### src/core/wls_pkg.sv
package wls_pkg;

    // Sizes of the supervised network.
    localparam int NODES        = 4;
    localparam int NODE_W       = 2;
    localparam int OUTS         = 8;
    localparam int OUT_PER_NODE = 2;
    localparam int AIN          = 2;
    localparam int AW           = 16;

    // Register byte offsets.
    localparam logic [7:0] ADDR_POLL   = 8'h00;
    localparam logic [7:0] ADDR_FLAGS  = 8'h04;
    localparam logic [7:0] ADDR_CMD    = 8'h08;
    localparam logic [7:0] ADDR_STATUS = 8'h0C;
    localparam logic [7:0] ADDR_POINT  = 8'h10;
    localparam logic [7:0] ADDR_THRESH = 8'h14;
    localparam logic [7:0] ADDR_RATE   = 8'h18;
    localparam logic [7:0] ADDR_REPORT = 8'h1C;
    localparam logic [7:0] ADDR_OUTS   = 8'h20;
    localparam logic [7:0] ADDR_VALUE  = 8'h24;

    // Default condition flag positions in the flags register.
    localparam int FLG_POWER_UP   = 0;
    localparam int FLG_HOST_LINK  = 1;
    localparam int FLG_GW_LINK    = 2;
    localparam int FLG_NODE_LINK  = 3;
    localparam int FLG_SYNC_LOSS  = 4;
    localparam int FLG_AUTO_RECOV = 5;
    localparam int FLG_HOLD_LAST  = 6;
    localparam int FLG_W          = 7;
    localparam int CMD_ERR_RESET  = 0;
    localparam int REP_COS_BIT    = 16;

    // Reset values.
    localparam logic [15:0] POLL_INT_RST = 16'h03E8;
    localparam logic [7:0]  MAX_BAD_RST  = 8'h07;
    localparam logic [7:0]  RELINK_RST   = 8'h04;
    localparam logic [15:0] RATE_RST     = 16'h0001;

    // Timing: all intervals count in units of one millisecond tick.
    localparam int CLK_PERIOD_NS  = 100;
    localparam int TICK_PERIOD_NS = 1_000_000;
    localparam int TICK_CYCLES    = TICK_PERIOD_NS / CLK_PERIOD_NS;

    typedef enum logic [0:0] {POLL_IDLE, POLL_WAIT} wls_poll_state_t;

    // Poll request towards the radio and its answer.
    typedef struct packed {
        logic              req;
        logic [NODE_W-1:0] node;
    } wls_poll_req_t;

    typedef struct packed {
        logic done;
        logic ok;
    } wls_poll_rsp_t;

    // Whole state of the supervisor.
    typedef struct packed {
        logic                     hready;
        logic [31:0]              hrdata;
        logic                     wr_pend;
        logic [7:0]               wr_addr;
        logic [15:0]              poll_int;
        logic [7:0]               max_bad;
        logic [7:0]               relink;
        logic [FLG_W-1:0]         flags;
        logic [AIN-1:0]           pt_en;
        logic [AIN-1:0]           pt_inv;
        logic [15:0]              thr;
        logic [15:0]              hyst;
        logic [15:0]              delta;
        logic [15:0]              samp_int;
        logic [15:0]              rep_int;
        logic                     cos;
        logic [OUTS-1:0]          def_out;
        logic [OUTS-1:0]          sw_out;
        logic                     pwr_hold;
        logic [13:0]              tick_cnt;
        logic [15:0]              poll_cnt;
        logic [15:0]              samp_cnt;
        logic [15:0]              rep_cnt;
        wls_poll_state_t          pstate;
        wls_poll_req_t            poll;
        logic [NODES-1:0]         fail;
        logic [NODES-1:0][7:0]    bad;
        logic [NODES-1:0][7:0]    good;
        logic [1:0]               rf_sync;
        logic [1:0]               lost_sync;
        logic [OUTS-1:0]          dig_out;
        logic [AIN-1:0][AW-1:0]   last;
        logic [AIN-1:0]           on;
        logic [AIN-1:0]           on_out;
        logic                     report;
        logic                     err_hold;
    } wls_state_t;

endpackage : wls_pkg

### src/core/wls_supervisor.sv
// Chosen here: the AHB-Lite slave port and the register addresses.
`timescale 1ns/1ps
// How it works
// - Gateway starts each poll, one per node per interval, only checking radio.
// - Node link fails when consecutive failed polls reach the maximum bad count.
// - Failed link is restored after the recovery count of consecutive good poll replies.
// - With auto recovery, keep polling a failed node and clear after recovery count.
// - Without auto recovery, link error holds until an explicit reset command.
// - Reset command clears all errors except one set by a failed poll reply in the same cycle; an uncleared error blocks further polling.
// - Gateway link failure flag forces the failed node's outputs to default.
// - Host link flag makes a host timeout force all outputs to default.
// - Node link flag makes our own radio fault force all outputs to default.
// - Sync loss flag makes loss of synchronisation force all outputs to default.
// - Power-up flag loads default values into every output at power-up.
// - One set of condition flags governs every output of the device.
// - Analog value is reported only after changing by delta; zero delta disables it.
// - Analog point turns on at threshold, off below threshold minus hysteresis.
// - Change-of-state mode reports only when an input crosses the threshold.
// - Periodic mode reports status once per report interval.
// - Each enabled input is sampled once per sample interval.
// - A disabled point is ignored whatever its other settings.
// - Hold-last option keeps the last output value instead of the default.
// - Invert option inverts the digital representation of a point.
module wls_supervisor
    import wls_pkg::*;
#(
    parameter int TICK_LEN = TICK_CYCLES
) (
    // Clock and reset.
    input  wire logic                   clock,
    input  wire logic                   srst,
    // AHB-Lite slave.
    input  wire logic                   hsel,
    input  wire logic [31:0]            haddr,
    input  wire logic [1:0]             htrans,
    input  wire logic                   hwrite,
    input  wire logic [2:0]             hsize,
    input  wire logic [31:0]            hwdata,
    input  wire logic                   hready,
    output logic                        hreadyout,
    output logic                        hresp,
    output logic [31:0]                 hrdata,
    // Radio poll engine.
    output wls_poll_req_t               poll_out,
    input  wire wls_poll_rsp_t          poll_rsp,
    // Fault sources.
    input  wire logic                   host_timeout,
    input  wire logic                   rf_fault_pin,
    input  wire logic                   sync_lost_pin,
    // Field side.
    input  wire logic [AIN-1:0][AW-1:0] ana_in,
    output logic [OUTS-1:0]             dig_out,
    output logic [AIN-1:0]              ana_on,
    output logic [AIN-1:0][AW-1:0]      ana_value,
    output logic                        report_strobe,
    output logic [NODES-1:0]            link_fail,
    output logic                        error_hold
);

    wls_state_t r;
    wls_state_t next_r;

    logic tick;
    logic err;
    logic do_wr;
    logic node_force;
    logic samp_tick;
    logic rep_tick;
    logic [AW:0] off_sum;
    logic [AW-1:0] diff;
    logic [NODE_W-1:0] grp;

    // Bus outputs except hresp, which is tied low, and flagged status come from the state register.
    assign hreadyout     = r.hready;
    assign hresp         = 1'b0;
    assign hrdata        = r.hrdata;
    assign poll_out      = r.poll;
    assign dig_out       = r.dig_out;
    assign ana_on        = r.on_out;
    assign ana_value     = r.last;
    assign report_strobe = r.report;
    assign link_fail     = r.fail;
    assign error_hold    = r.err_hold;

    // Next state of the whole block.
    always_comb begin
        next_r = r;
        tick = (r.tick_cnt == 14'(TICK_LEN - 1));
        err = |(r.fail & ~{NODES{r.flags[FLG_AUTO_RECOV]}});
        do_wr = r.wr_pend;
        node_force = 1'b0;
        samp_tick = 1'b0;
        rep_tick = 1'b0;
        off_sum = '0;
        diff = '0;
        grp = '0;

        // Zero-wait bus slave: read data is fetched in the address phase.
        next_r.hready = 1'b1;
        next_r.wr_pend = hsel && htrans[1] && hready && hwrite;
        next_r.wr_addr = haddr[7:0];
        if (hsel && htrans[1] && hready && !hwrite) begin
            if (haddr[7:0] == ADDR_POLL) begin
                next_r.hrdata = {r.relink, r.max_bad, r.poll_int};
            end else if (haddr[7:0] == ADDR_FLAGS) begin
                next_r.hrdata = {25'h000_0000, r.flags};
            end else if (haddr[7:0] == ADDR_STATUS) begin
                next_r.hrdata = {16'h0000, r.dig_out, 3'h0, err, r.fail};
            end else if (haddr[7:0] == ADDR_POINT) begin
                next_r.hrdata = {26'h000_0000, r.on_out, r.pt_inv, r.pt_en};
            end else if (haddr[7:0] == ADDR_THRESH) begin
                next_r.hrdata = {r.hyst, r.thr};
            end else if (haddr[7:0] == ADDR_RATE) begin
                next_r.hrdata = {r.samp_int, r.delta};
            end else if (haddr[7:0] == ADDR_REPORT) begin
                next_r.hrdata = {15'h0000, r.cos, r.rep_int};
            end else if (haddr[7:0] == ADDR_OUTS) begin
                next_r.hrdata = {16'h0000, r.def_out, r.sw_out};
            end else if (haddr[7:0] == ADDR_VALUE) begin
                next_r.hrdata = {r.last[1], r.last[0]};
            end else begin
                next_r.hrdata = 32'h0000_0000;
            end
        end

        // Register writes in the data phase; the flags word holds nothing else.
        if (do_wr) begin
            if (r.wr_addr == ADDR_POLL) begin
                {next_r.relink, next_r.max_bad, next_r.poll_int} = hwdata;
            end else if (r.wr_addr == ADDR_FLAGS) begin
                next_r.flags = hwdata[FLG_W-1:0];
            end else if (r.wr_addr == ADDR_POINT) begin
                next_r.pt_en = hwdata[1:0];
                next_r.pt_inv = hwdata[3:2];
            end else if (r.wr_addr == ADDR_THRESH) begin
                {next_r.hyst, next_r.thr} = hwdata;
            end else if (r.wr_addr == ADDR_RATE) begin
                {next_r.samp_int, next_r.delta} = hwdata;
            end else if (r.wr_addr == ADDR_REPORT) begin
                next_r.rep_int = hwdata[15:0];
                next_r.cos = hwdata[REP_COS_BIT];
            end else if (r.wr_addr == ADDR_OUTS) begin
                next_r.sw_out = hwdata[7:0];
                next_r.def_out = hwdata[15:8];
                next_r.pwr_hold = 1'b0;
            end
        end

        // Reset command wipes every error and the counters behind it, save for a node whose poll reply lands in the same cycle.
        if (do_wr && r.wr_addr == ADDR_CMD && hwdata[CMD_ERR_RESET]) begin
            next_r.fail = '0;
            next_r.bad = '0;
            next_r.good = '0;
        end

        // Millisecond tick shared by every interval counter.
        next_r.tick_cnt = tick ? 14'h0000 : r.tick_cnt + 14'h0001;

        // Poll sequencer: one round over all nodes per polling interval.
        next_r.poll.req = 1'b0;
        case (r.pstate)
            POLL_IDLE: begin
                if (tick) begin
                    next_r.poll_cnt = r.poll_cnt + 16'h0001;
                end
                // A pending uncleared error stops any new round from starting.
                if (tick && r.poll_cnt + 16'h0001 >= r.poll_int && !err) begin
                    next_r.poll_cnt = 16'h0000;
                    next_r.poll.req = 1'b1;
                    next_r.poll.node = '0;
                    next_r.pstate = POLL_WAIT;
                end
            end
            POLL_WAIT: begin
                if (tick) begin
                    next_r.poll_cnt = r.poll_cnt + 16'h0001;
                end
                if (poll_rsp.done) begin
                    if (poll_rsp.ok) begin
                        next_r.bad[r.poll.node] = 8'h00;
                        if (r.fail[r.poll.node]) begin
                            next_r.good[r.poll.node] = r.good[r.poll.node] + 8'h01;
                            if (r.good[r.poll.node] + 8'h01 >= r.relink) begin
                                next_r.fail[r.poll.node] = 1'b0;
                                next_r.good[r.poll.node] = 8'h00;
                            end
                        end
                    end else begin
                        next_r.good[r.poll.node] = 8'h00;
                        if (r.bad[r.poll.node] != 8'hFF) begin
                            next_r.bad[r.poll.node] = r.bad[r.poll.node] + 8'h01;
                        end
                        if (r.bad[r.poll.node] + 8'h01 >= r.max_bad) begin
                            next_r.fail[r.poll.node] = 1'b1;
                        end
                    end
                    // Without auto recovery a new failure ends the round at once.
                    if (r.poll.node == NODE_W'(NODES - 1) || next_r.fail != r.fail
                        && !r.flags[FLG_AUTO_RECOV]) begin
                        next_r.pstate = POLL_IDLE;
                    end else begin
                        next_r.poll.node = r.poll.node + 1'b1;
                        next_r.poll.req = 1'b1;
                    end
                end
            end
            default: begin
                next_r.pstate = POLL_IDLE;
            end
        endcase

        // Pin level faults pass two flip-flops before use.
        next_r.rf_sync = {r.rf_sync[0], rf_fault_pin};
        next_r.lost_sync = {r.lost_sync[0], sync_lost_pin};
        node_force = (r.flags[FLG_NODE_LINK] && r.rf_sync[1])
            || (r.flags[FLG_SYNC_LOSS] && r.lost_sync[1])
            || (r.flags[FLG_HOST_LINK] && host_timeout)
            || (r.flags[FLG_POWER_UP] && r.pwr_hold);

        // Output drive: one flag set covers every output; hold-last freezes.
        for (int j = 0; j < OUTS; j++) begin
            grp = NODE_W'(j / OUT_PER_NODE);
            if (node_force || (r.flags[FLG_GW_LINK] && r.fail[grp])) begin
                next_r.dig_out[j] = r.flags[FLG_HOLD_LAST] ? r.dig_out[j]
                                                           : r.def_out[j];
            end else begin
                next_r.dig_out[j] = r.sw_out[j];
            end
        end

        // Sample and report interval counters; zero means every tick.
        if (tick) begin
            next_r.samp_cnt = r.samp_cnt + 16'h0001;
            next_r.rep_cnt = r.rep_cnt + 16'h0001;
            if (r.samp_cnt + 16'h0001 >= r.samp_int) begin
                samp_tick = 1'b1;
                next_r.samp_cnt = 16'h0000;
            end
            if (r.rep_cnt + 16'h0001 >= r.rep_int) begin
                rep_tick = 1'b1;
                next_r.rep_cnt = 16'h0000;
            end
        end

        // Analog points: delta filter and threshold with hysteresis.
        for (int i = 0; i < AIN; i++) begin
            if (samp_tick && r.pt_en[i]) begin
                diff = (ana_in[i] >= r.last[i]) ? ana_in[i] - r.last[i]
                                                : r.last[i] - ana_in[i];
                if (r.delta == 16'h0000 || diff >= r.delta) begin
                    next_r.last[i] = ana_in[i];
                end
                off_sum = {1'b0, ana_in[i]} + {1'b0, r.hyst};
                if (ana_in[i] >= r.thr) begin
                    next_r.on[i] = 1'b1;
                end else if (off_sum < {1'b0, r.thr}) begin
                    next_r.on[i] = 1'b0;
                end
            end
            next_r.on_out[i] = r.pt_en[i] && (next_r.on[i] ^ r.pt_inv[i]);
        end

        // Reporting: change of state or periodic, never both.
        if (r.cos) begin
            next_r.report = |((next_r.on ^ r.on) & r.pt_en);
        end else begin
            next_r.report = rep_tick && |r.pt_en;
        end

        // The blocking error is registered so the pin never carries a glitch.
        next_r.err_hold = |(next_r.fail & ~{NODES{next_r.flags[FLG_AUTO_RECOV]}});
    end

    // State register; synchronous reset to constants only.
    always_ff @(posedge clock) begin
        if (srst) begin
            r <= '0;
            r.hready <= 1'b1;
            r.poll_int <= POLL_INT_RST;
            r.max_bad <= MAX_BAD_RST;
            r.relink <= RELINK_RST;
            r.samp_int <= RATE_RST;
            r.rep_int <= RATE_RST;
            r.pwr_hold <= 1'b1;
            r.pstate <= POLL_IDLE;
        end else begin
            r <= next_r;
        end
    end
endmodule : wls_supervisor

### config.mk
export PLATFORM = sky130hd
export DESIGN_NAME = wls_supervisor
export DESIGN_NICKNAME = d
export VERILOG_FILES = /design/src/core/wls_pkg.sv /design/src/core/wls_supervisor.sv
export SDC_FILE = /design/constraint.sdc
export NUM_CORES = 1
export LEC_CHECK = 0
export ABC_AREA = 1
export BUFFER_PORTS_ARGS = -buffer_cell sky130_fd_sc_hd__buf_2
export CAP_MARGIN = 25
export CORE_AREA = 5 5 214 216
export CTS_CLUSTER_SIZE = 12
export DETAILED_ROUTE_END_ITERATION = 10
export DIE_AREA = 0 0 219 221
export PLACE_DENSITY = 0.79
export SYNTH_ARGS = -nofsm -noshare
export SYNTH_HDL_FRONTEND = slang
export SYNTH_SLANG_ARGS = --single-unit
export TNS_END_PERCENT = 5
### constraint.sdc
create_clock -name clock -period 8.08 [get_ports clock]
set_clock_uncertainty 0.1 [all_clocks]
set_input_delay 1.212 -clock clock [delete_from_list [all_inputs] [get_ports clock]]
set_output_delay 1.212 -clock clock [all_outputs]
set_load 0.01 [all_outputs]
==> flow_summary.json, run 1 <==
{
  "grt_pass1_vias": 23020,
  "slowest_delay_ns": 0.59,
  "tightest_slew_ns": 1.075,
  "numPortBuffers": 165,
  "final_common_cell": "inv_1",
  "drt-initial-drc-count": 2525,
  "pwr-share-clk_pct": 46.2,
  "via_count": 24910,
  "grt_max_degree": 89,
  "p_per_area_nw_per_um2": 150.7,
  "start_util_pct": 58.23,
  "cp-start-kind": "input port",
  "fill_cells": 4052,
  "hold_path.class": "reg2reg",
  "core_sq_um": 43740,
  "final_hold_viol_count": 0,
  "path_common_cell": "inv_1",
  "antenna_found_initial": 10,
  "crit_type": "in2reg",
  "peakVddDrop_v": 0.0001329,
  "cp_cell_sequence": "buf_2 > inv_1 > ha_1 > inv_1 > fa_1 > a21oi_1 > o21ai_0 > nand2_1 > nand3_2 > o21ai_0 > a32oi_1 > xor2_1 > inv_1 > ha_1 > nand2_1 > nor2_1 > nand4_1 > o41ai_1 > o21a_1 > buf_16 > nor2_1 > a211oi_1",
  "drc": 0,
  "seq_area_sq_um": 7327,
  "clockBufferDepth": 3,
  "die_area_sq_um": 48400,
  "wl_per_cell_um": 19.10,
  "crit_slowest_cell": "o21ai_0",
  "wl_met3_um": 6901,
  "pwr-share-comb_pct": 9.8,
  "setup_tns_ns": 0,
  "crit_fanout": 31,
  "ant_nets": 0,
  "power_w": 0.004140,
  "synthDistinctLibCells": 70,
  "run_status": "finished clean",
  "cts_hold_buf": 0,
  "drive_above_1_share_pct": 9.016,
  "cap_violations": 0,
  "p_leak_nw": 12.27,
  "cts.htree.levels": 2,
  "synth_top_area_share_pct": 28.77,
  "io_pins": 196,
  "mostFrequentLayoutCells": "539 x inv_1, 450 x nand2_1, 431 x a21oi_1",
  "period_minus_slack_ns": 5.579,
  "cts-root-buf": "clkbuf_16",
  "synth_cells": 3573,
  "grt_setup_unrepaired": "no",
  "multi_input_area_sq_um": 14880,
  "synth_largest_area_cell": "dfxtp_1",
  "synth_edf_count": 0,
  "area_growth_pct": 7.841,
  "postCtsSetupRepairBufs": 0,
  "top_layer_used": "met5",
  "routed_wl_um": 80700,
  "max_freq_mhz": 179.2,
  "grt_pass1_wl_um": 125000,
  "groute.usage.overall_pct": 32.03,
  "wl_met1_um": 32880,
  "cts_buffers": 41,
  "gp_congestion": 0.9904,
  "clk_latency_ns": 0.58,
  "cts_tree": "done",
  "synth_area_sq_um": 25470,
  "via_per_inst": 5.895,
  "max_slew_margin_pct": 28.31,
  "die_h_um": 221,
  "worstPathRequired_ns": 8.46,
  "endpoint_kind": "flop",
  "wl_met2_um": 36400,
  "finalSetupViolations": 0,
  "yosysWarnings": 0,
  "cts_repair_resize_count": 0,
  "clk_pin_slew_ns": 0.06,
  "synth-seq-cells": 366,
  "cp.arrival_ns": 5.95,
  "syn_area_per_cell_sq_um": 7.128,
  "die_w_um": 219,
  "switching_share_pct": 26.02,
  "asyncSetResetFlopFracSynth_pct": 0,
  "synthTopCellsByArea": "dfxtp_1 29%, ha_1 13%, a21oi_1 8.5%, inv_1 8.0%, nand2_1 6.6%",
  "gr-total-overflow": 0,
  "fin_nets": 3976,
  "drv_slew": 0,
  "power_frac_seq_pct": 44.0,
  "fin_crit_sh_pct": 69.05,
  "hpwlAfterDp_um": 61240,
  "rows": 77,
  "fin_util_pct": 62.79,
  "switchingPower_w": 0.001077,
  "internal_power_w": 0.003063,
  "dr.pass1.iters": 8,
  "cts_sinks": 366,
  "syn_nets": 3952,
  "synth_seq_area_share_pct": 28.77,
  "ys.flop_type": "dfxtp_1",
  "whs_ns": 0.3064
}
flip-flops by register name, indices dropped and copies added (netlist names):
signal         count
do_wr              1
poll_out           3
error_hold         1
next_r             2
dig_out            8
link_fail          4
ana_on             2
ana_value         32
report_strobe      1
hrdata            32
r                280
cells by family after synthesis:
family          synth area share [%]
simple gates                   17.52
compound gates                 23.41
buf+inv                        12.90
flops                          28.77
fa+ha+maj                      13.34
xor+xnor                       3.542
mux                           0.4864
other cells                  0.02949
layer usage:
layer,up-vias,global-route usage (%)
li1,12070,-
met1,11430,41.66
met2,1137,51.58
met3,255,5.180
met4,8,15.88
met5,-,0
cell type report:
class	instances	area share, %
timing repair buffer	189	3.831
clock inverter	11	0.4100
multi-input combinational	2445	54.18
sequential	366	26.68
clock buffer	62	4.574
inverter	554	7.576
tap	592	2.697
antenna	6	0.05467
synth_stat cells (all sizes together), types with 76 or more instances:
cell,n
clkbuf,88
dfxtp,366
a21oi,436
xor2,76
ha,262
a211oi,90
buf,120
nor2,353
inv,547
o21ai,262
nand3,120
nand2,460
stage by stage:
| step | worst slack (ns) | instance area [sq um] | std cells |
|---|---|---|---|
| final | 2.501 | 27470 | 4225 |
| after global routing | 2.085 | 27470 | 4225 |
| after CTS | 2.132 | 27400 | 4217 |
| after detailed placement | 1.673 | 26030 | 4144 |
| after global placement | 1.723 | 26030 | 4144 |
| after floorplan | 3.274 | 25470 | 3573 |
worst max-delay path: cells and delay by family:
| family | cells | cell delay [ns] |
|---|---|---|
| adder cells (fa/ha/maj) | 3 | 0.92 |
| XOR/XNOR | 1 | 0.17 |
| AO/OA/AOI/OAI | 7 | 2.13 |
| AND/OR/NAND/NOR | 6 | 0.86 |
| buffers and inverters | 5 | 0.63 |
power groups by stage:
stage	combinational, W	sequential (W)	clock, W
finish	0.000407	0.00182	0.00191
global route	0.000451	0.00182	0.00199
CTS	0.000398	0.00182	0.00193
detailed placement	0.000395	0.00186	0
global placement	0.000390	0.00186	0
floorplan	0.000273	0.00186	0
path summary, 6_finish.rpt:
kind	end	from	slack, ns	depth (start not counted)
worst max-delay path	ana_value[23]	ana_in[16]	2.50	22
worst min-delay path	r[49]	next_r[49]	0.31	2
worst max register to register	ana_value[23]	ana_value[17]	2.97	19
worst min register to register	r[49]	next_r[49]	0.31	2
(Power assumes the default switching activity.)
==> inputs of run 2 (changes only) <==
- CORE_AREA: 5 5 214 216 -> 5 5 220 222
- DIE_AREA: 0 0 219 221 -> 0 0 225 227
- PLACE_DENSITY: 0.79 -> 0.78
- clock period: 8.08 -> 5 ns (I/O delays scaled with it)
==> run 2 against run 1 <==
  * Non-clock buffer count up 39
  * Sequential share of layout area down 0.21 points
  * Via count up 0.49%
  * Highest routed layer unchanged
  * Worst setup slack worse by 2.1 ns
==> flow_summary.json, run 2 (synthesized netlist as in run 1, its figures left out) <==
{
  "cts-root-buf": "clkbuf_16",
  "dp_slack_ns": 0.01519,
  "io_pins": 196,
  "hpwlAfterDp_um": 63190,
  "cts_buffers": 40,
  "die_h_um": 227,
  "rows": 79,
  "numPortBuffers": 165,
  "cap_violations": 0,
  "dr.pass1.iters": 6,
  "tightest_slew_ns": 0.9820,
  "drv_slew": 0,
  "drt-initial-drc-count": 2762,
  "worstPathRequired_ns": 5.37,
  "cts.htree.levels": 2,
  "worstHoldStart": "sync_lost_pin",
  "fin_nets": 4014,
  "crit_type": "in2reg",
  "crit_fanout": 32,
  "routed_wl_um": 82240,
  "r2r-start": "ana_value[17]",
  "fin_crit_sh_pct": 92.37,
  "area_growth_pct": 8.676,
  "die_w_um": 225,
  "drive_above_1_share_pct": 9.855,
  "setup_tns_ns": 0,
  "gp_congestion": 1.009,
  "cp-start-kind": "input port",
  "finalSetupViolations": 0,
  "clk_latency_ns": 0.58,
  "max_freq_mhz": 216.5,
  "wl_per_cell_um": 19.26,
  "grt_max_degree": 94,
  "groute.usage.overall_pct": 30.99,
  "max_slew_margin_pct": 34.32,
  "hold_path_depth": 3,
  "fin_ws_ns": 0.3816,
  "drc": 0,
  "p_leak_nw": 12.40,
  "mostFrequentLayoutCells": "539 x inv_1, 450 x nand2_1, 431 x a21oi_1",
  "hold_path.class": "in2reg",
  "regToRegSetupSlack_ns": 0.41,
  "hold_path_end": "next_r[47]",
  "r2r-end": "ana_value[27]",
  "regMostFlops": "r",
  "gr-total-overflow": 0,
  "antenna_found_initial": 10,
  "largest_reg_flops": 280,
  "core_sq_um": 46160,
  "grt_pass1_wl_um": 126700,
  "via_count": 25030,
  "clockBufferDepth": 3,
  "grt_setup_unrepaired": "no",
  "start_util_pct": 55.17,
  "cp.arrival_ns": 4.99,
  "grt_pass1_vias": 23090,
  "cts_hold_buf": 0,
  "period_minus_slack_ns": 4.618,
  "die_area_sq_um": 51080,
  "final_common_cell": "inv_1",
  "ant_nets": 0,
  "via_per_inst": 5.860,
  "final_hold_viol_count": 0,
  "cts_tree": "done",
  "reg2reg_depth": 23,
  "endpoint_kind": "flop",
  "clk_pin_slew_ns": 0.06,
  "postCtsSetupRepairBufs": 0,
  "peakVddDrop_v": 0.0002498,
  "run_status": "finished clean",
  "cts_sinks": 366,
  "p_per_area_nw_per_um2": 235.3
}
run 2: how the worst max path moves through the flow:
stage / slack, ns / startpoint / endpoint
3_5_place_dp: 0.02 / ana_in[16] / ana_value[17]
2_1_floorplan: 0.66 / ana_in[16] / ana_value[21]
5_1_grt: 0.007 / r[138] / report_strobe
6_report: 0.38 / ana_in[27] / ana_value[27]
3_3_place_gp: 0.13 / ana_in[16] / ana_value[27]
4_1_cts: 0.48 / ana_value[17] / ana_value[27]
run 2: timing repair:
| item | 4_1_cts | 5_1_grt |
|---|---|---|
| setup endpoints to repair | 0 | 1 |
| hold endpoints to repair | 0 | 0 |
| resized for setup | 0 | 1 |
run 2: cell type report:
cell class,count,area (sq um)
timing repair buffer,228,1363
fill,4300,18480
tap,607,759.5
clock inverter,11,93.84
clock buffer,59,1164
inverter,554,2081
antenna,1,2.502
multi-input combinational,2445,14890
sequential,366,7327
run 2: routing by layer:
metal / GRT usage [%] / routed length [um]
met2: 50.43 / 36830
met5: 0 / 114
met1: 39.99 / 33120
met4: 15.34 / 4546
met3: 5.326 / 7627
run 2: power breakdown:
part | internal, W | switching [W]
registers | 0.00293 | 0.0000114
logic | 0.000243 | 0.000438
clock network | 0.00162 | 0.00127
run 2: critical path: stages:
cell and delay, ns:
buf_2 0.15, inv_1 0.10, ha_1 0.41, nand2_1 0.13, nor2_1 0.15, inv_1 0.09, nor3_1 0.20, nand2_1 0.10
nand3_2 0.21, inv_1 0.16, nand2_1 0.09, nand2_1 0.06, nand2_1 0.05, nand2_1 0.09, a21oi_1 0.19, xor2_1 0.21
inv_1 0.06, ha_1 0.26, nand2_1 0.06, nor2_1 0.22, nand4_1 0.15, o41ai_1 0.39, o21a_1 0.20, buf_12 0.19
nor2_1 0.08, a211oi_2 0.22
run 2: per-stage QoR:
stage | hold WS (ns) | area (sq um) | std cells | power (W) | util, %
3_3_place_gp | 0.2981 | 26390 | 4199 | 0.003658 | 57.16
2_1_floorplan | 0.2883 | 25470 | 3573 | 0.003444 | -
3_5_place_dp | 0.2983 | 26410 | 4200 | 0.003671 | 57.22
4_1_cts | 0.2678 | 27670 | 4270 | 0.006530 | 59.94
6_report | 0.2825 | 27680 | 4271 | 0.006512 | 59.96
5_1_grt | 0.2938 | 27680 | 4271 | 0.006730 | 59.96
